File: config.mk
export PLATFORM = sky130hd
export DESIGN_NAME = nvap_top
export DESIGN_NICKNAME = d
export VERILOG_FILES = /design/src/shared/nvap_pkg.sv /design/src/rtl/nvap_top.sv
export SDC_FILE = /design/constraint.sdc
export NUM_CORES = 1
export LEC_CHECK = 0
export ABC_AREA = 1
export ABC_CLOCK_PERIOD_IN_PS = 1440
export BUFFER_PORTS_ARGS = -buffer_cell sky130_fd_sc_hd__buf_2
export CAP_MARGIN = 20
export CORE_MARGIN = 2
export CORE_UTILIZATION = 44
export CTS_CLUSTER_SIZE = 25
export DETAILED_ROUTE_END_ITERATION = 6
export PLACE_DENSITY = 0.78
export SLEW_MARGIN = 20
export SYNTH_ARGS = -nofsm -noshare
export SYNTH_HDL_FRONTEND = slang
export SYNTH_SLANG_ARGS = --single-unit
File: constraint.sdc
create_clock -name clk -period 1.44 [get_ports clk]
set_input_delay 0.288 -clock clk [delete_from_list [all_inputs] [get_ports clk]]
set_output_delay 0.288 -clock clk [all_outputs]
set_load 0.05 [all_outputs]
File: src/shared/nvap_pkg.sv
// Constants for the nonvolatile access protection block.
// Assumes byte-addressed 22-bit table space and AXI4-Lite register access.
package nvap_pkg;
	localparam int          NVAP_ADDR_W        = 22;
	localparam int          NVAP_NBLK          = 9;
	// Block map: boot block index 0, then user blocks
	localparam logic [21:0] NVAP_BOOT_END      = 22'h0001FF;
	localparam logic [21:0] NVAP_BLK_SIZE_LOG2 = 22'h00000E;
	localparam logic [21:0] NVAP_PROG_END      = 22'h01FFFF;
	// ID and config space sit above bit 20, so the pointer needs 22 bits
	localparam logic [21:0] NVAP_ID_BASE       = 22'h200000;
	localparam logic [21:0] NVAP_ID_LAST       = 22'h200007;
	localparam logic [21:0] NVAP_CFG_BASE      = 22'h300000;
	localparam logic [21:0] NVAP_CFG_LAST      = 22'h3FFFFF;
	localparam logic [21:0] NVAP_DEVID_BASE    = 22'h3FFFFE;
	// Debugger reservations
	localparam logic [21:0] NVAP_DBG_PROG_RES  = 22'h000240;
	localparam logic [11:0] NVAP_DBG_DATA_RES  = 12'h00A;
	localparam logic [11:0] NVAP_DATA_END      = 12'hEFF;
	localparam logic [1:0]  NVAP_DBG_STACK     = 2'h2;
	// Register offsets
	localparam logic [7:0]  NVAP_REG_RDLOCK    = 8'h00;
	localparam logic [7:0]  NVAP_REG_WRLOCK    = 8'h04;
	localparam logic [7:0]  NVAP_REG_XRLOCK    = 8'h08;
	localparam logic [7:0]  NVAP_REG_MISC      = 8'h0C;
	localparam logic [7:0]  NVAP_REG_STATUS    = 8'h10;
	localparam logic [7:0]  NVAP_REG_ERASE     = 8'h14;
	// Misc register bit positions
	localparam int          NVAP_MISC_EERD     = 0;
	localparam int          NVAP_MISC_EEWR     = 1;
	localparam int          NVAP_MISC_CFGWR    = 2;
	localparam int          NVAP_MISC_DBG      = 3;
	localparam int          NVAP_MISC_LVP      = 4;
	// Erased (factory) state is all ones
	localparam logic [8:0]  NVAP_LOCK_RESET    = 9'h1FF;
	localparam logic [4:0]  NVAP_MISC_RESET    = 5'h1F;
	localparam logic [1:0]  NVAP_RESP_OKAY     = 2'h0;
	localparam logic [1:0]  NVAP_RESP_SLVERR   = 2'h2;
	typedef enum logic [1:0] {
		NVAP_MODE_USER  = 2'b00,
		NVAP_MODE_LVPRG = 2'b01,
		NVAP_MODE_HVPRG = 2'b10
	} nvap_mode_e;
endpackage

File: src/rtl/nvap_top.sv
// Access protection for program memory, data EEPROM and configuration words.
// Assumes CPU and programmer requests are synchronous single-cycle strobes.
//
// What this block does
// - Block read locks only stop programmer reads/writes, never CPU accesses.
// - Table writes into a block whose write lock is 0 are refused.
// - Table read from inside a cross-read-locked block returns real data.
// - Table read from outside a cross-read-locked block returns zeros.
// - Protection bits go only from 1 to 0 by writes.
// - Only programmer-started chip or block erase sets protection bits.
// - EEPROM read lock blocks programmer reads and writes of EEPROM.
// - EEPROM write lock blocks programmer writes, not reads.
// - CPU EEPROM access ignores both EEPROM locks.
// - Config write lock readable in user mode, writable by programmer only.
// - Device ID table-readable; config words table-readable and writable.
// - ID locations 200000h-200007h reachable by table read and write.
// - ID locations stay readable under code protection.
// - Debugger enable bit at 0 turns the debugger on.
// - Debugger reserves two pins, 2 stack levels, 576 bytes and data addresses EF6h-FFFh.
// - With low-voltage enable set, entry pin is programming only.
// - Low-voltage enable bit resets to 1.
// - High-voltage entry on master clear always works.
// - Low-voltage enable cleared only in high-voltage session.
// - With low-voltage enable 0, the entry pin is ignored.
`timescale 1ns/1ps
`default_nettype none
module nvap_top
	import nvap_pkg::*;
#(
	parameter int NBLK = NVAP_NBLK
) (
	input  wire logic        clk,
	input  wire logic        rstn,
	// AXI4-Lite slave
	input  wire logic [7:0]  s_axi_awaddr,
	input  wire logic        s_axi_awvalid,
	output logic             s_axi_awready,
	input  wire logic [31:0] s_axi_wdata,
	input  wire logic [3:0]  s_axi_wstrb,
	input  wire logic        s_axi_wvalid,
	output logic             s_axi_wready,
	output logic [1:0]       s_axi_bresp,
	output logic             s_axi_bvalid,
	input  wire logic        s_axi_bready,
	input  wire logic [7:0]  s_axi_araddr,
	input  wire logic        s_axi_arvalid,
	output logic             s_axi_arready,
	output logic [31:0]      s_axi_rdata,
	output logic [1:0]       s_axi_rresp,
	output logic             s_axi_rvalid,
	input  wire logic        s_axi_rready,
	// CPU table access
	input  wire logic        table_read_op,
	input  wire logic        table_write_op,
	input  wire logic [21:0] tbl_ptr,
	input  wire logic [21:0] fetch_addr,
	input  wire logic [7:0]  mem_rdata,
	output logic [7:0]       tbl_rdata,
	output logic             tbl_write_en,
	output logic             tbl_denied,
	// External programmer access
	input  wire logic        prog_entry_pin,
	input  wire logic        master_clear_hv,
	input  wire logic        ext_prog_rd,
	input  wire logic        ext_prog_wr,
	input  wire logic        ext_ee_rd,
	input  wire logic        ext_ee_wr,
	input  wire logic [21:0] ext_addr,
	output logic             ext_prog_grant,
	output logic             ext_ee_grant,
	output logic             entry_pin_is_gpio,
	output logic [1:0]       prog_mode,
	output logic             dbg_enable,
	output logic [1:0]       dbg_stack_res,
	output logic             dbg_prog_res,
	output logic             dbg_data_res,
	input  wire logic [11:0] data_addr
);
	if (NBLK < 2 || NBLK > 9) begin : g_bad_nblk
		$error("NBLK must be 2..9");
	end

	logic [8:0]  rd_lock;
	logic [8:0]  wr_lock;
	logic [8:0]  xrd_lock;
	logic [4:0]  misc;
	nvap_mode_e  mode;
	logic        in_prog;
	logic        in_hv;

	// Address to block index; index 15 means outside program blocks
	function automatic logic [3:0] blk_of(input logic [21:0] a);
		logic [21:0] sh;
		sh = a >> NVAP_BLK_SIZE_LOG2;
		if (a > NVAP_PROG_END)
			blk_of = 4'hF;
		else if (a <= NVAP_BOOT_END)
			blk_of = 4'h0;
		else
			blk_of = sh[3:0] + 4'h1;
	endfunction

	logic [3:0] ptr_blk;
	logic [3:0] fet_blk;
	logic       ptr_in;
	logic       is_id;
	logic       is_cfg;
	logic       rd_deny;
	logic       wr_deny;
	always_comb begin
		ptr_blk = blk_of(tbl_ptr);
		fet_blk = blk_of(fetch_addr);
		ptr_in  = (ptr_blk != 4'hF) && (32'(ptr_blk) < NBLK);
		is_id   = (tbl_ptr >= NVAP_ID_BASE) && (tbl_ptr <= NVAP_ID_LAST);
		is_cfg  = (tbl_ptr >= NVAP_CFG_BASE) && (tbl_ptr <= NVAP_CFG_LAST);
		// Block read lock does not enter CPU decisions
		rd_deny = ptr_in && !xrd_lock[ptr_blk] && (ptr_blk != fet_blk);
		wr_deny = (ptr_in && !wr_lock[ptr_blk])
			|| (is_cfg && tbl_ptr != NVAP_DEVID_BASE
				&& tbl_ptr != NVAP_DEVID_BASE + 22'h1
				&& !misc[NVAP_MISC_CFGWR] && !in_prog);
		// ID and config space never read-denied
	end

	always_ff @(posedge clk or negedge rstn) begin
		if (!rstn) begin
			tbl_rdata    <= 8'h00;
			tbl_write_en <= 1'b0;
			tbl_denied   <= 1'b0;
		end else begin
			tbl_rdata    <= (table_read_op && !rd_deny) ? mem_rdata : 8'h00;
			tbl_write_en <= table_write_op && !wr_deny;
			tbl_denied   <= (table_read_op && rd_deny)
				|| (table_write_op && wr_deny);
		end
	end

	// Programming mode entry
	always_ff @(posedge clk or negedge rstn) begin
		if (!rstn) begin
			mode <= NVAP_MODE_USER;
		end else if (master_clear_hv) begin
			mode <= NVAP_MODE_HVPRG;
		end else if (prog_entry_pin && misc[NVAP_MISC_LVP]) begin
			mode <= NVAP_MODE_LVPRG;
		end else begin
			mode <= NVAP_MODE_USER;
		end
	end
	assign in_prog = (mode != NVAP_MODE_USER);
	assign in_hv   = (mode == NVAP_MODE_HVPRG);

	always_ff @(posedge clk or negedge rstn) begin
		if (!rstn) begin
			ext_prog_grant    <= 1'b0;
			ext_ee_grant      <= 1'b0;
			entry_pin_is_gpio <= 1'b0;
			prog_mode         <= 2'h0;
			dbg_enable        <= 1'b0;
			dbg_stack_res     <= 2'h0;
			dbg_prog_res      <= 1'b0;
			dbg_data_res      <= 1'b0;
		end else begin
			ext_prog_grant <= in_prog && (ext_prog_rd || ext_prog_wr)
				&& !(blk_of(ext_addr) != 4'hF
				&& !rd_lock[blk_of(ext_addr)]);
			// CPU EEPROM path never passes through here
			ext_ee_grant <= in_prog
				&& ((ext_ee_rd && misc[NVAP_MISC_EERD])
				|| (ext_ee_wr && misc[NVAP_MISC_EERD]
				&& misc[NVAP_MISC_EEWR]));
			entry_pin_is_gpio <= !misc[NVAP_MISC_LVP];
			prog_mode      <= mode;
			dbg_enable     <= !misc[NVAP_MISC_DBG];
			dbg_stack_res  <= misc[NVAP_MISC_DBG] ? 2'h0 : NVAP_DBG_STACK;
			dbg_prog_res   <= !misc[NVAP_MISC_DBG]
				&& (tbl_ptr > NVAP_PROG_END - NVAP_DBG_PROG_RES)
				&& (tbl_ptr <= NVAP_PROG_END);
			dbg_data_res   <= !misc[NVAP_MISC_DBG]
				&& (data_addr > NVAP_DATA_END - NVAP_DBG_DATA_RES);
		end
	end

	// AXI4-Lite write path
	logic        aw_held;
	logic        w_held;
	logic [7:0]  aw_q;
	logic [31:0] w_q;
	logic [3:0]  ws_q;
	logic        do_wr;
	assign do_wr = aw_held && w_held && !s_axi_bvalid;

	always_ff @(posedge clk or negedge rstn) begin
		if (!rstn) begin
			aw_held       <= 1'b0;
			w_held        <= 1'b0;
			aw_q          <= 8'h00;
			w_q           <= 32'h0000_0000;
			ws_q          <= 4'h0;
			s_axi_awready <= 1'b0;
			s_axi_wready  <= 1'b0;
		end else begin
			s_axi_awready <= !aw_held && !s_axi_awready && s_axi_awvalid;
			s_axi_wready  <= !w_held && !s_axi_wready && s_axi_wvalid;
			if (s_axi_awvalid && s_axi_awready) begin
				aw_held <= 1'b1;
				aw_q    <= s_axi_awaddr;
			end else if (do_wr) begin
				aw_held <= 1'b0;
			end
			if (s_axi_wvalid && s_axi_wready) begin
				w_held <= 1'b1;
				w_q    <= s_axi_wdata;
				// Strobes may change once wvalid drops, so keep them
				ws_q   <= s_axi_wstrb;
			end else if (do_wr) begin
				w_held <= 1'b0;
			end
		end
	end

	always_ff @(posedge clk or negedge rstn) begin
		if (!rstn) begin
			s_axi_bvalid <= 1'b0;
			s_axi_bresp  <= NVAP_RESP_OKAY;
		end else if (do_wr) begin
			s_axi_bvalid <= 1'b1;
			s_axi_bresp  <= (aw_q[7:2] > NVAP_REG_ERASE[7:2])
				? NVAP_RESP_SLVERR : NVAP_RESP_OKAY;
		end else if (s_axi_bready) begin
			s_axi_bvalid <= 1'b0;
		end
	end

	// Protection storage; writes only clear, erase only from programmer
	logic erase_ok;
	assign erase_ok = do_wr && in_prog && (aw_q[7:2] == NVAP_REG_ERASE[7:2])
		&& ws_q[0];
	always_ff @(posedge clk or negedge rstn) begin
		if (!rstn) begin
			rd_lock  <= NVAP_LOCK_RESET;
			wr_lock  <= NVAP_LOCK_RESET;
			xrd_lock <= NVAP_LOCK_RESET;
			misc     <= NVAP_MISC_RESET;
		end else if (erase_ok && w_q[9]) begin
			// Chip erase restores all lock registers and misc bits 0-2; debug and LVP bits keep their value
			rd_lock  <= NVAP_LOCK_RESET;
			wr_lock  <= NVAP_LOCK_RESET;
			xrd_lock <= NVAP_LOCK_RESET;
			misc     <= misc | 5'h07;
		end else if (erase_ok) begin
			rd_lock  <= rd_lock | w_q[8:0];
			wr_lock  <= wr_lock | w_q[8:0];
			xrd_lock <= xrd_lock | w_q[8:0];
		end else if (do_wr && ws_q[0]) begin
			case (aw_q)
				NVAP_REG_RDLOCK: rd_lock  <= rd_lock & w_q[8:0];
				NVAP_REG_WRLOCK: wr_lock  <= wr_lock & w_q[8:0];
				NVAP_REG_XRLOCK: xrd_lock <= xrd_lock & w_q[8:0];
				NVAP_REG_MISC: begin
					misc[1:0] <= misc[1:0] & w_q[1:0];
					misc[3]   <= misc[3] & w_q[3];
					if (in_prog)
						misc[2] <= misc[2] & w_q[2];
					if (in_hv)
						misc[4] <= misc[4] & w_q[4];
				end
				default: ;
			endcase
		end
	end

	// AXI4-Lite read path
	always_ff @(posedge clk or negedge rstn) begin
		if (!rstn) begin
			s_axi_arready <= 1'b0;
			s_axi_rvalid  <= 1'b0;
			s_axi_rdata   <= 32'h0000_0000;
			s_axi_rresp   <= NVAP_RESP_OKAY;
		end else begin
			s_axi_arready <= !s_axi_arready && !s_axi_rvalid && s_axi_arvalid;
			if (s_axi_arvalid && s_axi_arready) begin
				s_axi_rvalid <= 1'b1;
				s_axi_rresp  <= NVAP_RESP_OKAY;
				case (s_axi_araddr)
					NVAP_REG_RDLOCK: s_axi_rdata <= {23'h0, rd_lock};
					NVAP_REG_WRLOCK: s_axi_rdata <= {23'h0, wr_lock};
					NVAP_REG_XRLOCK: s_axi_rdata <= {23'h0, xrd_lock};
					NVAP_REG_MISC:   s_axi_rdata <= {27'h0, misc};
					NVAP_REG_STATUS: s_axi_rdata <= {30'h0, mode};
					NVAP_REG_ERASE:  s_axi_rdata <= 32'h0000_0000;
					default: begin
						s_axi_rdata <= 32'h0000_0000;
						s_axi_rresp <= NVAP_RESP_SLVERR;
					end
				endcase
			end else if (s_axi_rready) begin
				s_axi_rvalid <= 1'b0;
			end
		end
	end
endmodule
`default_nettype wire

==> results of run 1 <==
-- worst paths after layout --
path	end	cells past startpoint	slack, ps
max	xrd_lock[8]	7	-160
max in group asynchronous	rd_lock[6]	3	470
max reg2reg	xrd_lock[8]	7	-160
min in group asynchronous	tbl_rdata[1]	2	380
min reg2reg	s_axi_arready	1	440
min	mode[1]	1	60
-- stage by stage --
step	utilization (%)	power, uW	hold slack [ps]	cell area (um^2)
CTS	60.7	8430	54.5	6670
global placement	56.9	5800	210	6250
floorplan	-	5080	-7.59	5180
detailed placement	56.9	5870	219	6250
global route	64.2	9050	50.0	7050
finish	64.2	8640	63.6	7050
-- what timing repair did --
action	CTS	global route
pin swaps	26	38
endpoints found under the setup margin	38	48
hold buffers	1	0
buffers inserted	1	11
cloned	1	2
endpoints found under the hold margin	16	0
gates resized for setup	27	67
-- state kept, by name (all words and copies together) (netlist names), 2 cells and up --
register	count
rd_lock	9
wr_lock	9
mode	2
w_q	10
tbl_rdata	8
s_axi_rdata	9
prog_mode	2
misc	5
xrd_lock	9
aw_q	8
-- power breakdown --
group	internal (uW)	total, uW	leakage [uW]	switching (uW)
sequential	3120	3550	0.00102	432
clock	1410	2460	0.000150	1050
combinational	915	2630	0.00248	1720
-- cells by family after synthesis --
kind of cell	synth area share [%]
AOI/OAI and AO/OA	13.3
xor gates and xnor gates	0.524
adders and majority gates	1.50
buffers and inverters	13.0
DFF	45.2
muxes	1.57
other	0.0748
and+or+nand+nor	24.8
-- critical path, cell delays in order, from the launching register on --
cell and delay, ps:
dfrtp_2 420, nor3_4 200, nand2_2 120, buf_4 160, nor4_4 230, inv_2 160
o21ai_1 140, o21ai_0 90
-- metal layers --
metal | vias to the layer above | share of wire (%)
met4 | 0 | 1.7
li1 | 2354 | -
met2 | 194 | 51
met3 | 23 | 7.6
met5 | - | 0
met1 | 2236 | 40
-- synth_stat cells (3+ instances only) --
library cell	n	share of area, %
buf_4	27	4.0
a211oi_1	3	0.45
o21ai_1	6	0.60
clkinv_1	3	0.22
o21ai_0	27	2.7
nand4_1	7	0.87
a31oi_1	4	0.50
ha_1	6	1.5
dfstp_2	32	17
nand2_2	9	1.1
nor3b_1	4	0.60
o21ai_2	8	1.4
nor2_2	17	2.1
nand2_1	108	8.1
nor2_4	3	0.67
nor2_1	62	4.6
nand3_1	33	3.3
dfrtp_1	57	28
inv_2	9	0.67
clkbuf_1	4	0.30
a21oi_1	33	3.3
o22ai_1	14	1.7
nand2_4	3	0.67
nor3_1	6	0.60
inv_1	95	7.1
mux2_2	7	1.6
-- cell type report --
type / count / area, um^2 / area share [%]
multi-input cells: 412 / 2540 / 36.1
flip-flops and latches: 89 / 2270 / 32.2
repair buffers: 210 / 1320 / 18.7
inverters: 109 / 430 / 6.11
clock buffers: 10 / 239 / 3.39
well taps: 140 / 175 / 2.48
clock inverters: 6 / 72.6 / 1.03
==> summary.txt, run 1 <==
Worst setup path
  • Crit Reg-Reg Startpoint: s_axi_bvalid
  • Setup CP Type: reg2reg
  • Startpoint of the most critical setup path: s_axi_bvalid
  • Startpoint Class: flop
  • Critical path data required time: 1710 ps
  • Arrival time at the worst endpoint: 1870 ps
  • Crit. End Element: flop
  • Critical path fanouts, max: 9

Die
  • I/O pin total: 214
  • Vert. Die Dim: 111 um
  • Starting density of the core: 45.6%
  • Area enclosed by the die boundary: 12300 um^2
  • Rows: 38
  • Width of the die: 111 um
  • Area of the core: 11000 um^2

Global routing
  • GRT Residual Overflow: 0
  • Met1 usage in global routing: 26.2%
  • Met3 Track Usage GR: 5.58%
  • Largest net degree at the start of global routing: 41
  • Global-route wire length before repair: 21.3 mm
  • Antenna violations before repair: 0
  • GRT met2 Usage: 36.8%
  • GRT Util Overall: 21.1%
  • Gr busiest metal: met2
  • Vias in the first global route: 4565

Logic synthesis
  • Post-synthesis sequential area ratio: 45.2%
  • Netlist Area Pre-Place: 5010 um^2
  • Post-synth EDFFs: 0
  • Number of register bits inferred by synthesis: 89
  • Most common flop cell mapped by yosys: dfrtp_1
  • Synth warn: 0
  • Synthesized instance count: 618
  • Synth async-reset ratio: 100%
  • Number of distinct library cells after synthesis: 51
  • Average footprint of a synthesized cell: 8.11 um^2

Layout
  • Layout Area Growth over Synthesis: 40.6%
  • Number of filler instances in the final layout: 941
  • Net count of the finished layout: 990
  • Commonest non-fill, non-tap cells in the layout: buf_2 (139), inv_1 (89), nand2_1 (82)
  • Post-route non-filler standard cell count: 976
  • Antenna Diode Count: 0
  • Most common cell after layout, fill and taps aside: buf_2
  • Share of cells above drive strength 1: 48.1%

STA
  • Total Neg Setup Slack: -3290 ps
  • Final hold violation count: 0
  • Peak Freq: 624 MHz
  • Setup Viol. Count Final: 39
  • Worst clock skew: 11.4 ps
  • Setup repair after global routing missed its margin: true
  • Tightest slew margin relative to the limit: 61.4%
  • Final cycle utilization of the critical path: 111%
  • Max-slew violation count: 0
  • Actual transition at the worst max-transition pin: 579 ps
  • Min Clock Period, post-route: 1600 ps
  • Setup slack after layout: -162 ps

CTS
  • Buffer cell driving the clock tree root: clkbuf_16
  • Total clock sinks: 89
  • H-tree Lvls: 3
  • Source-to-sink clock delay at the later pin of the worst-skew pair: 350 ps
  • Clk slew on worst S/H paths: 70 ps
  • Number of buffers created by CTS: 9
  • Bufs on Longest Clock Path: 2
  • Clock tree from TritonCTS: built

Placed design
  • Port Buf Inserts: 142
  • Placer Congestion: 0.856
  • Detailed Place HPWL: 9.96 mm
  • Pre-CTS worst setup slack: -431 ps
  • Placed instance count: 944

Hold path
  • Worst min path class: in2reg
  • Start point of the worst min-delay path: master_clear_hv

Power
  • Total power per unit cell area: 1230 nW/um^2
  • Peak ir drop on the vdd network: 1.21 mV
  • Static leakage: 0.00365 uW

Routing
  • Average wire per standard cell: 14.3 um
  • Total DRC errors in the routed layout: 0
  • 1st-iter DRT viols: 274
  • Routed Wire Length: 13.9 mm
  • Total number of vias: 4807
  • Post-DRT Antenna Nets: 0
  • First-pass iteration count of the detailed router: 5
  • Via density: 4.93

Flow run
  • Max-Cap Viols: 0

Run status
  • Violated checks: setup timing
  • Outcome: finished, violations left
Note: power is estimated with default switching activity, not from simulation.
==> run 2: changes to the inputs <==
Settings changed: CORE_UTILIZATION 44 to 35, PLACE_DENSITY 0.78 to 0.74.
==> run 2 against run 1 <==
Combinational power about the same. Largest power group unchanged. Register-to-register slack better by 80 ps. Total power about the same. Global-route usage down 3.9 points. The run still ends with setup timing left. Critical path depth up 1. Sequential power about the same. Clock skew down 7.5 ps. Clock power about the same. Critical endpoint is now rd_lock[3]. Sequential cell count unchanged. Largest cell class unchanged. Worst hold slack about the same. Clock-buffer cell count up 1.
==> summary.txt, run 2 (same netlist as run 1, synthesis figures left out) <==
Die
  • I/O pin total: 214 (unchanged)
  • Starting density of the core: 36.0% (-9.7 points)
  • Area enclosed by the die boundary: 15300 um^2 (+25%)
  • Rows: 43 (+13%)
  • Vert. Die Dim: 124 um (+12%)
  • Area of the core: 13900 um^2 (+27%)
  • Width of the die: 124 um (+12%)

Worst setup path
  • Crit. End Element: flop
  • Crit Reg-Reg Startpoint: w_held
  • Critical path fanouts, max: 5 (-4)
  • Arrival time at the worst endpoint: 1800 ps (-70 ps)
  • Critical path data required time: 1720 ps (about the same)
  • Startpoint Class: flop
  • Startpoint of the most critical setup path: w_held
  • Register-to-Register Path Depth: 8 (+1)
  • Setup CP Type: reg2reg

Layout
  • Post-route non-filler standard cell count: 1012 (+3.7%)
  • Share of cells above drive strength 1: 46.9% (-1.2 points)
  • Commonest non-fill, non-tap cells in the layout: buf_2 (139), inv_1 (87), nand2_1 (81)
  • Post-Route Utilization: 50.5% (-14 points)
  • Most common cell after layout, fill and taps aside: buf_2
  • Net count of the finished layout: 986 (-0.40%)
  • Area taken by flip-flops and latches: 2270 um^2 (unchanged)
  • Number of filler instances in the final layout: 1322 (+40%)
  • Multi-input gate area: 2530 um^2 (-0.39%)
  • Register name with the most flops: w_q
  • Flip-flop count of the largest register after layout: 10 (unchanged)
  • Layout Area Growth over Synthesis: 40.3%
  • Antenna Diode Count: 0 (unchanged)

STA
  • Final cycle utilization of the critical path: 106% (-5.4 points)
  • Peak Freq: 656 MHz (+5.1%)
  • Setup slack after layout: -84.8 ps (+77.5 ps)
  • Max-slew violation count: 0 (unchanged)
  • Min Clock Period, post-route: 1520 ps (-77.5 ps)
  • Total Neg Setup Slack: -1820 ps (+1470 ps)
  • Final hold violation count: 0 (unchanged)
  • Hold WS: 63.7 ps (+0.126 ps)
  • Setup Viol. Count Final: 38 (-2.6%)
  • Worst clock skew: 3.92 ps (-7.51 ps)
  • Setup repair after global routing missed its margin: true

Hold path
  • Worst min path class: in2reg
  • Start point of the worst min-delay path: master_clear_hv
  • Hold path cells: 1 (unchanged)

Flow run
  • Max-Cap Viols: 0 (unchanged)

Global routing
  • Antenna violations before repair: 1 (+1)
  • Global-route wire length before repair: 20.3 mm (-4.6%)
  • GRT Residual Overflow: 0 (unchanged)
  • Vias in the first global route: 4350 (-4.7%)
  • GRT Util Overall: 17.2% (-3.9 points)
  • Largest net degree at the start of global routing: 53 (+29%)

Placed design
  • Port Buf Inserts: 142 (unchanged)
  • Placed instance count: 984 (+4.2%)
  • Placer Congestion: 0.860 (+0.47%)
  • Detailed Place HPWL: 10.2 mm (+2.8%)

CTS
  • Clock tree from TritonCTS: built
  • Clk slew on worst S/H paths: 60 ps (about the same)
  • Number of buffers created by CTS: 9 (unchanged)
  • Total clock sinks: 89 (unchanged)
  • Buffer cell driving the clock tree root: clkbuf_16
  • Bufs on Longest Clock Path: 2 (unchanged)
  • H-tree Lvls: 3 (unchanged)
  • Source-to-sink clock delay at the later pin of the worst-skew pair: 350 ps (about the same)

Routing
  • Via density: 4.67 (-5.1%)
  • Post-DRT Antenna Nets: 0 (unchanged)
  • First-pass iteration count of the detailed router: 5 (unchanged)
  • 1st-iter DRT viols: 196 (-28%)
  • Total DRC errors in the routed layout: 0 (unchanged)
  • Average wire per standard cell: 13.2 um (-7.5%)
  • Routed Wire Length: 13.3 mm (-4.1%)
  • Total number of vias: 4728 (-1.6%)

Power
  • Net Sw Power: 3050 uW (-4.7%)
  • Combinational fraction of design power: 30.6% (about the same)
  • Static leakage: 0.00358 uW (-2.2%)
  • Total power per unit cell area: 1230 nW/um^2 (+0.26%)
  • Share of total power in the clock network: 28.8% (+0.3 points)
  • Register share of total power: 40.7% (-0.4 points)
  • Peak ir drop on the vdd network: 1.01 mV (-17%)
  • Switching portion of total power: 35.2% (-1.8 points)
  • Cell-internal power: 5600 uW (+2.9%)
  • Pwr Total: 8650 uW (about the same)

Run status
  • Outcome: finished, violations left
  • Violated checks: setup timing
-- run 2: cell types whose count changed in the layout (fill, tap and decap cells not counted), sizes merged --
cell,delta
inv,-1
clkbuf,-1
buf,-2
clkinvlp,+2
clkinv,-3
bufinv,+1
-- run 2: stage by stage --
stage          instance area, um^2  setup WS (ps)
2_1_floorplan                 5180           -167
3_3_place_gp                  6320           -383
3_5_place_dp                  6320           -442
4_1_cts                       6730          -96.7
5_1_grt                       7040           -220
6_report                      7040          -84.8
-- run 2: power by group through the flow --
stage / Combinational [uW] / Sequential (uW) / Clock, uW
floorplan: 1350 / 3730 / 0
global placement: 2340 / 3510 / 0
detailed placement: 2390 / 3530 / 0
CTS: 2440 / 3490 / 2560
global route: 2910 / 3580 / 2660
finish: 2640 / 3520 / 2490
-- run 2: area by class of cell --
cell class / instances / share of cell area (%)
clock inverter: 5 / 1.14
tap: 180 / 3.20
timing repair buffer: 206 / 18.1
clock buffer: 11 / 3.31
sequential: 89 / 32.2
multi-input combinational: 412 / 36.0
inverter: 109 / 6.01
-- run 2: timing repair --
item | in CTS | in global routing
pin swaps | 23 | 39
buffers inserted | 4 | 6
gates resized for setup | 19 | 66
hold endpoints to repair | 57 | 0
endpoints found under the setup margin | 37 | 51
hold buffers | 1 | 0
gates cloned | 0 | 1
-- run 2: final timing paths --
kind | endpoint | slack [ps]
setup / recovery | rd_lock[3] | -80
hold / removal | mode[1] | 60
setup reg to reg | rd_lock[3] | -80
hold reg to reg | s_axi_wready | 450
max in group asynchronous | xrd_lock[0] | 670
min in group asynchronous | tbl_rdata[3] | 450
-- run 2: critical path, stage by stage (launching register included) --
cell and delay (ps):
dfrtp_1 360, inv_2 60, nor3_4 190, nand2_2 120, buf_4 160, clkinvlp_4 120, nand4_4 170, o22ai_2 210
inv_1 60
-- run 2: routing by layer --
layer / track usage [%] / wire length (um) / vias to the layer above
li1: - / - / 2350
met1: 21.3 / 5640 / 2198
met2: 29.5 / 6570 / 164
met3: 4.81 / 972 / 16
met4: 4.76 / 166 / 0
met5: 0 / 0 / -
==> run 3: changes to the inputs <==
Settings changed: CTS_CLUSTER_DIAMETER set to 120, PLACE_DENSITY 0.74 to 0.73, SKIP_LAST_GASP set to 1.
==> run 3 against run 2 <==
Sequential share of layout area fell by 0.40 points. Die area unchanged. Setup slack got worse by 26 ps. Critical path type unchanged. First-iteration DRC count up 31%. Register-to-register slack worse by 30 ps. Combinational power barely moved. The flow still finishes with violations (setup timing). Highest routed layer unchanged. Core utilization rose by 0.63 points. Total power fell by 0.32%. Final cell count rose by 0.79%.
==> summary.txt, run 3 (same netlist as run 1, synthesis figures left out) <==
Placed design
  • Placed Instance Area: 6360 um^2 (+0.67%)
  • Pre-CTS worst setup slack: -473 ps (-31.1 ps)
  • Placer Congestion: 0.839 (-2.4%)
  • Detailed Place HPWL: 10.3 mm (+0.58%)
  • Port Buf Inserts: 142 (unchanged)
  • Placed instance count: 988 (+0.41%)

STA
  • Min Clock Period, post-route: 1550 ps (+25.5 ps)
  • Final cycle utilization of the critical path: 108% (+1.8 points)
  • Worst clock skew: 7.32 ps (+3.40 ps)
  • Final hold violation count: 0 (unchanged)
  • Setup Viol. Count Final: 38 (unchanged)
  • Peak Freq: 645 MHz (-1.6%)
  • Max-slew violation count: 0 (unchanged)
  • Tightest slew margin relative to the limit: 65.4%
  • Setup repair after global routing missed its margin: true
  • Actual transition at the worst max-transition pin: 519 ps
  • Hold WS: 66.7 ps (+2.99 ps)
  • Setup slack after layout: -110 ps (-25.5 ps)

Global routing
  • Vias in the first global route: 4510 (+3.7%)
  • GRT Residual Overflow: 0 (unchanged)
  • Global-route wire length before repair: 21.4 mm (+5.4%)
  • Largest net degree at the start of global routing: 44 (-17%)
  • GRT Util Overall: 18.1% (+0.90 points)
  • Antenna violations before repair: 0 (-1)

Routing
  • Average wire per standard cell: 13.6 um (+2.9%)
  • Total number of vias: 4744 (+0.34%)
  • Routed Wire Length: 13.8 mm (+3.8%)
  • Total DRC errors in the routed layout: 0 (unchanged)
  • Via density: 4.65 (-0.45%)
  • First-pass iteration count of the detailed router: 7 (+2)
  • 1st-iter DRT viols: 257 (+31%)
  • Post-DRT Antenna Nets: 0 (unchanged)

CTS
  • Buffer cell driving the clock tree root: clkbuf_16
  • Number of buffers created by CTS: 9 (unchanged)
  • Clock tree from TritonCTS: built
  • Bufs on Longest Clock Path: 2 (unchanged)
  • Total clock sinks: 89 (unchanged)
  • Source-to-sink clock delay at the later pin of the worst-skew pair: 340 ps (about the same)
  • H-tree Lvls: 3 (unchanged)
  • Clk slew on worst S/H paths: 60 ps (about the same)

Die
  • Starting density of the core: 36.0% (unchanged)
  • Width of the die: 124 um (unchanged)
  • I/O pin total: 214 (unchanged)
  • Rows: 43 (unchanged)
  • Vert. Die Dim: 124 um (unchanged)
  • Area enclosed by the die boundary: 15300 um^2 (unchanged)
  • Area of the core: 13900 um^2 (unchanged)

Power
  • Peak ir drop on the vdd network: 0.936 mV (-6.9%)
  • Total power per unit cell area: 1210 nW/um^2 (-1.5%)
  • Static leakage: 0.00362 uW (+1.4%)

Layout
  • Total non-filler cell area in the finished layout: 7120 um^2 (+1.2%)
  • Share of cells above drive strength 1: 46.2% (-0.68 points)
  • Net count of the finished layout: 994 (+0.81%)
  • Commonest non-fill, non-tap cells in the layout: buf_2 (139), inv_1 (90), nand2_1 (86)
  • Post-Route Utilization: 51.1% (+0.63 points)
  • Post-route non-filler standard cell count: 1020 (+0.79%)
  • Most common cell after layout, fill and taps aside: buf_2
  • Layout Area Growth over Synthesis: 42.1%
  • Flip-flop count of the largest register after layout: 10 (unchanged)
  • Register name with the most flops: w_q
  • Antenna Diode Count: 0 (unchanged)
  • Number of filler instances in the final layout: 1330 (+0.61%)

Run status
  • Violated checks: setup timing
  • Outcome: finished, violations left

Worst setup path
  • Crit path cell chain: nor3_4 -> nand2_2 -> nor4_4 -> clkinvlp_4 -> nor2_1 -> a21oi_1
  • Standard cell with the maximum stage delay on the critical path: dfrtp_2
  • Critical path data required time: 1710 ps (about the same)
  • Capture instance of the worst register-to-register path: xrd_lock[1]
  • Minimum setup slack among reg-to-reg paths: -110 ps (-30 ps)
  • Critical path fanouts, max: 4 (-1)
  • Delay contributed by the slowest stage of the critical path: 420 ps (+60 ps)
  • Setup CP Type: reg2reg
  • Crit. End Element: flop
  • Crit Reg-Reg Startpoint: s_axi_bvalid
  • Register-to-Register Path Depth: 6 (-2)
  • Arrival time at the worst endpoint: 1820 ps (+20 ps)
  • Startpoint Class: flop

Hold path
  • Worst min path class: in2reg
  • Start point of the worst min-delay path: master_clear_hv
  • Hold path endpoint: mode[1]
  • Hold path cells: 1 (unchanged)

Flow run
  • Max-Cap Viols: 0 (unchanged)
## run 3: cell count changes in the layout (fill, tap and decap cells not counted), sizes merged
cell      previous run  this run
clkinvlp             4         2
inv                106       104
clkbuf              11        13
clkinv               2         6
bufinv               2         1
o21bai               2         3
buf                205       211
## run 3: routing by layer
metal,vias to the layer above,share of wire [%],track usage (%)
li1,2362,-,-
met1,2206,43,23.0
met2,164,49,31.1
met3,12,6.4,4.49
met4,0,1.0,4.26
met5,-,0,0
## run 3: worst max path at each step
stage	to	slack, ps	from
2_1_floorplan	tbl_rdata[0]	-170	tbl_ptr[14]
3_3_place_gp	tbl_rdata[7]	-400	tbl_ptr[14]
3_5_place_dp	tbl_rdata[5]	-470	tbl_ptr[14]
4_1_cts	misc[1]	-70	aw_q[7]
5_1_grt	xrd_lock[7]	-220	aw_q[7]
6_report	xrd_lock[1]	-110	s_axi_bvalid
## run 3: area by class of cell
| type | count | area, um^2 | share of cell area (%) |
|---|---|---|---|
| repair inverters | 1 | 7.51 | 0.105 |
| clock inverters | 3 | 40.0 | 0.562 |
| clock buffers | 13 | 262 | 3.67 |
| inverters | 109 | 423 | 5.94 |
| multi-input cells | 413 | 2560 | 36.0 |
| flip-flops and latches | 89 | 2270 | 31.8 |
| repair buffers | 212 | 1340 | 18.7 |
| well taps | 180 | 225 | 3.16 |
## run 3: critical path: cells and delay by family, from the launching register on
family | cells | cell delay [ps]
buf+inv | 1 | 220
compound gates | 1 | 50
simple gates | 4 | 780
flops | 1 | 420
## run 3: power breakdown
group	switching [uW]	leakage (uW)	internal, uW
logic	1700	0.00245	962
registers	447	0.00102	3120
clock network	950	0.000149	1450
total	3090	0.00362	5530
## run 3: repair_timing
action | CTS | global route
resized for setup | 39 | 44
cloned | 2 | 1
hold buffers | 1 | 0
hold endpoints to repair | 15 | 0
buffers inserted | 5 | 7
pin swaps | 28 | 26
endpoints found under the setup margin | 38 | 50
## run 3: stage by stage
stage                     TNS, ps  total power [uW]
after floorplan             -4400              5080
after global placement      -6860              5890
after detailed placement    -8200              5960
after CTS                   -1270              8570
after global routing        -6470              9120
final                       -1870              8620
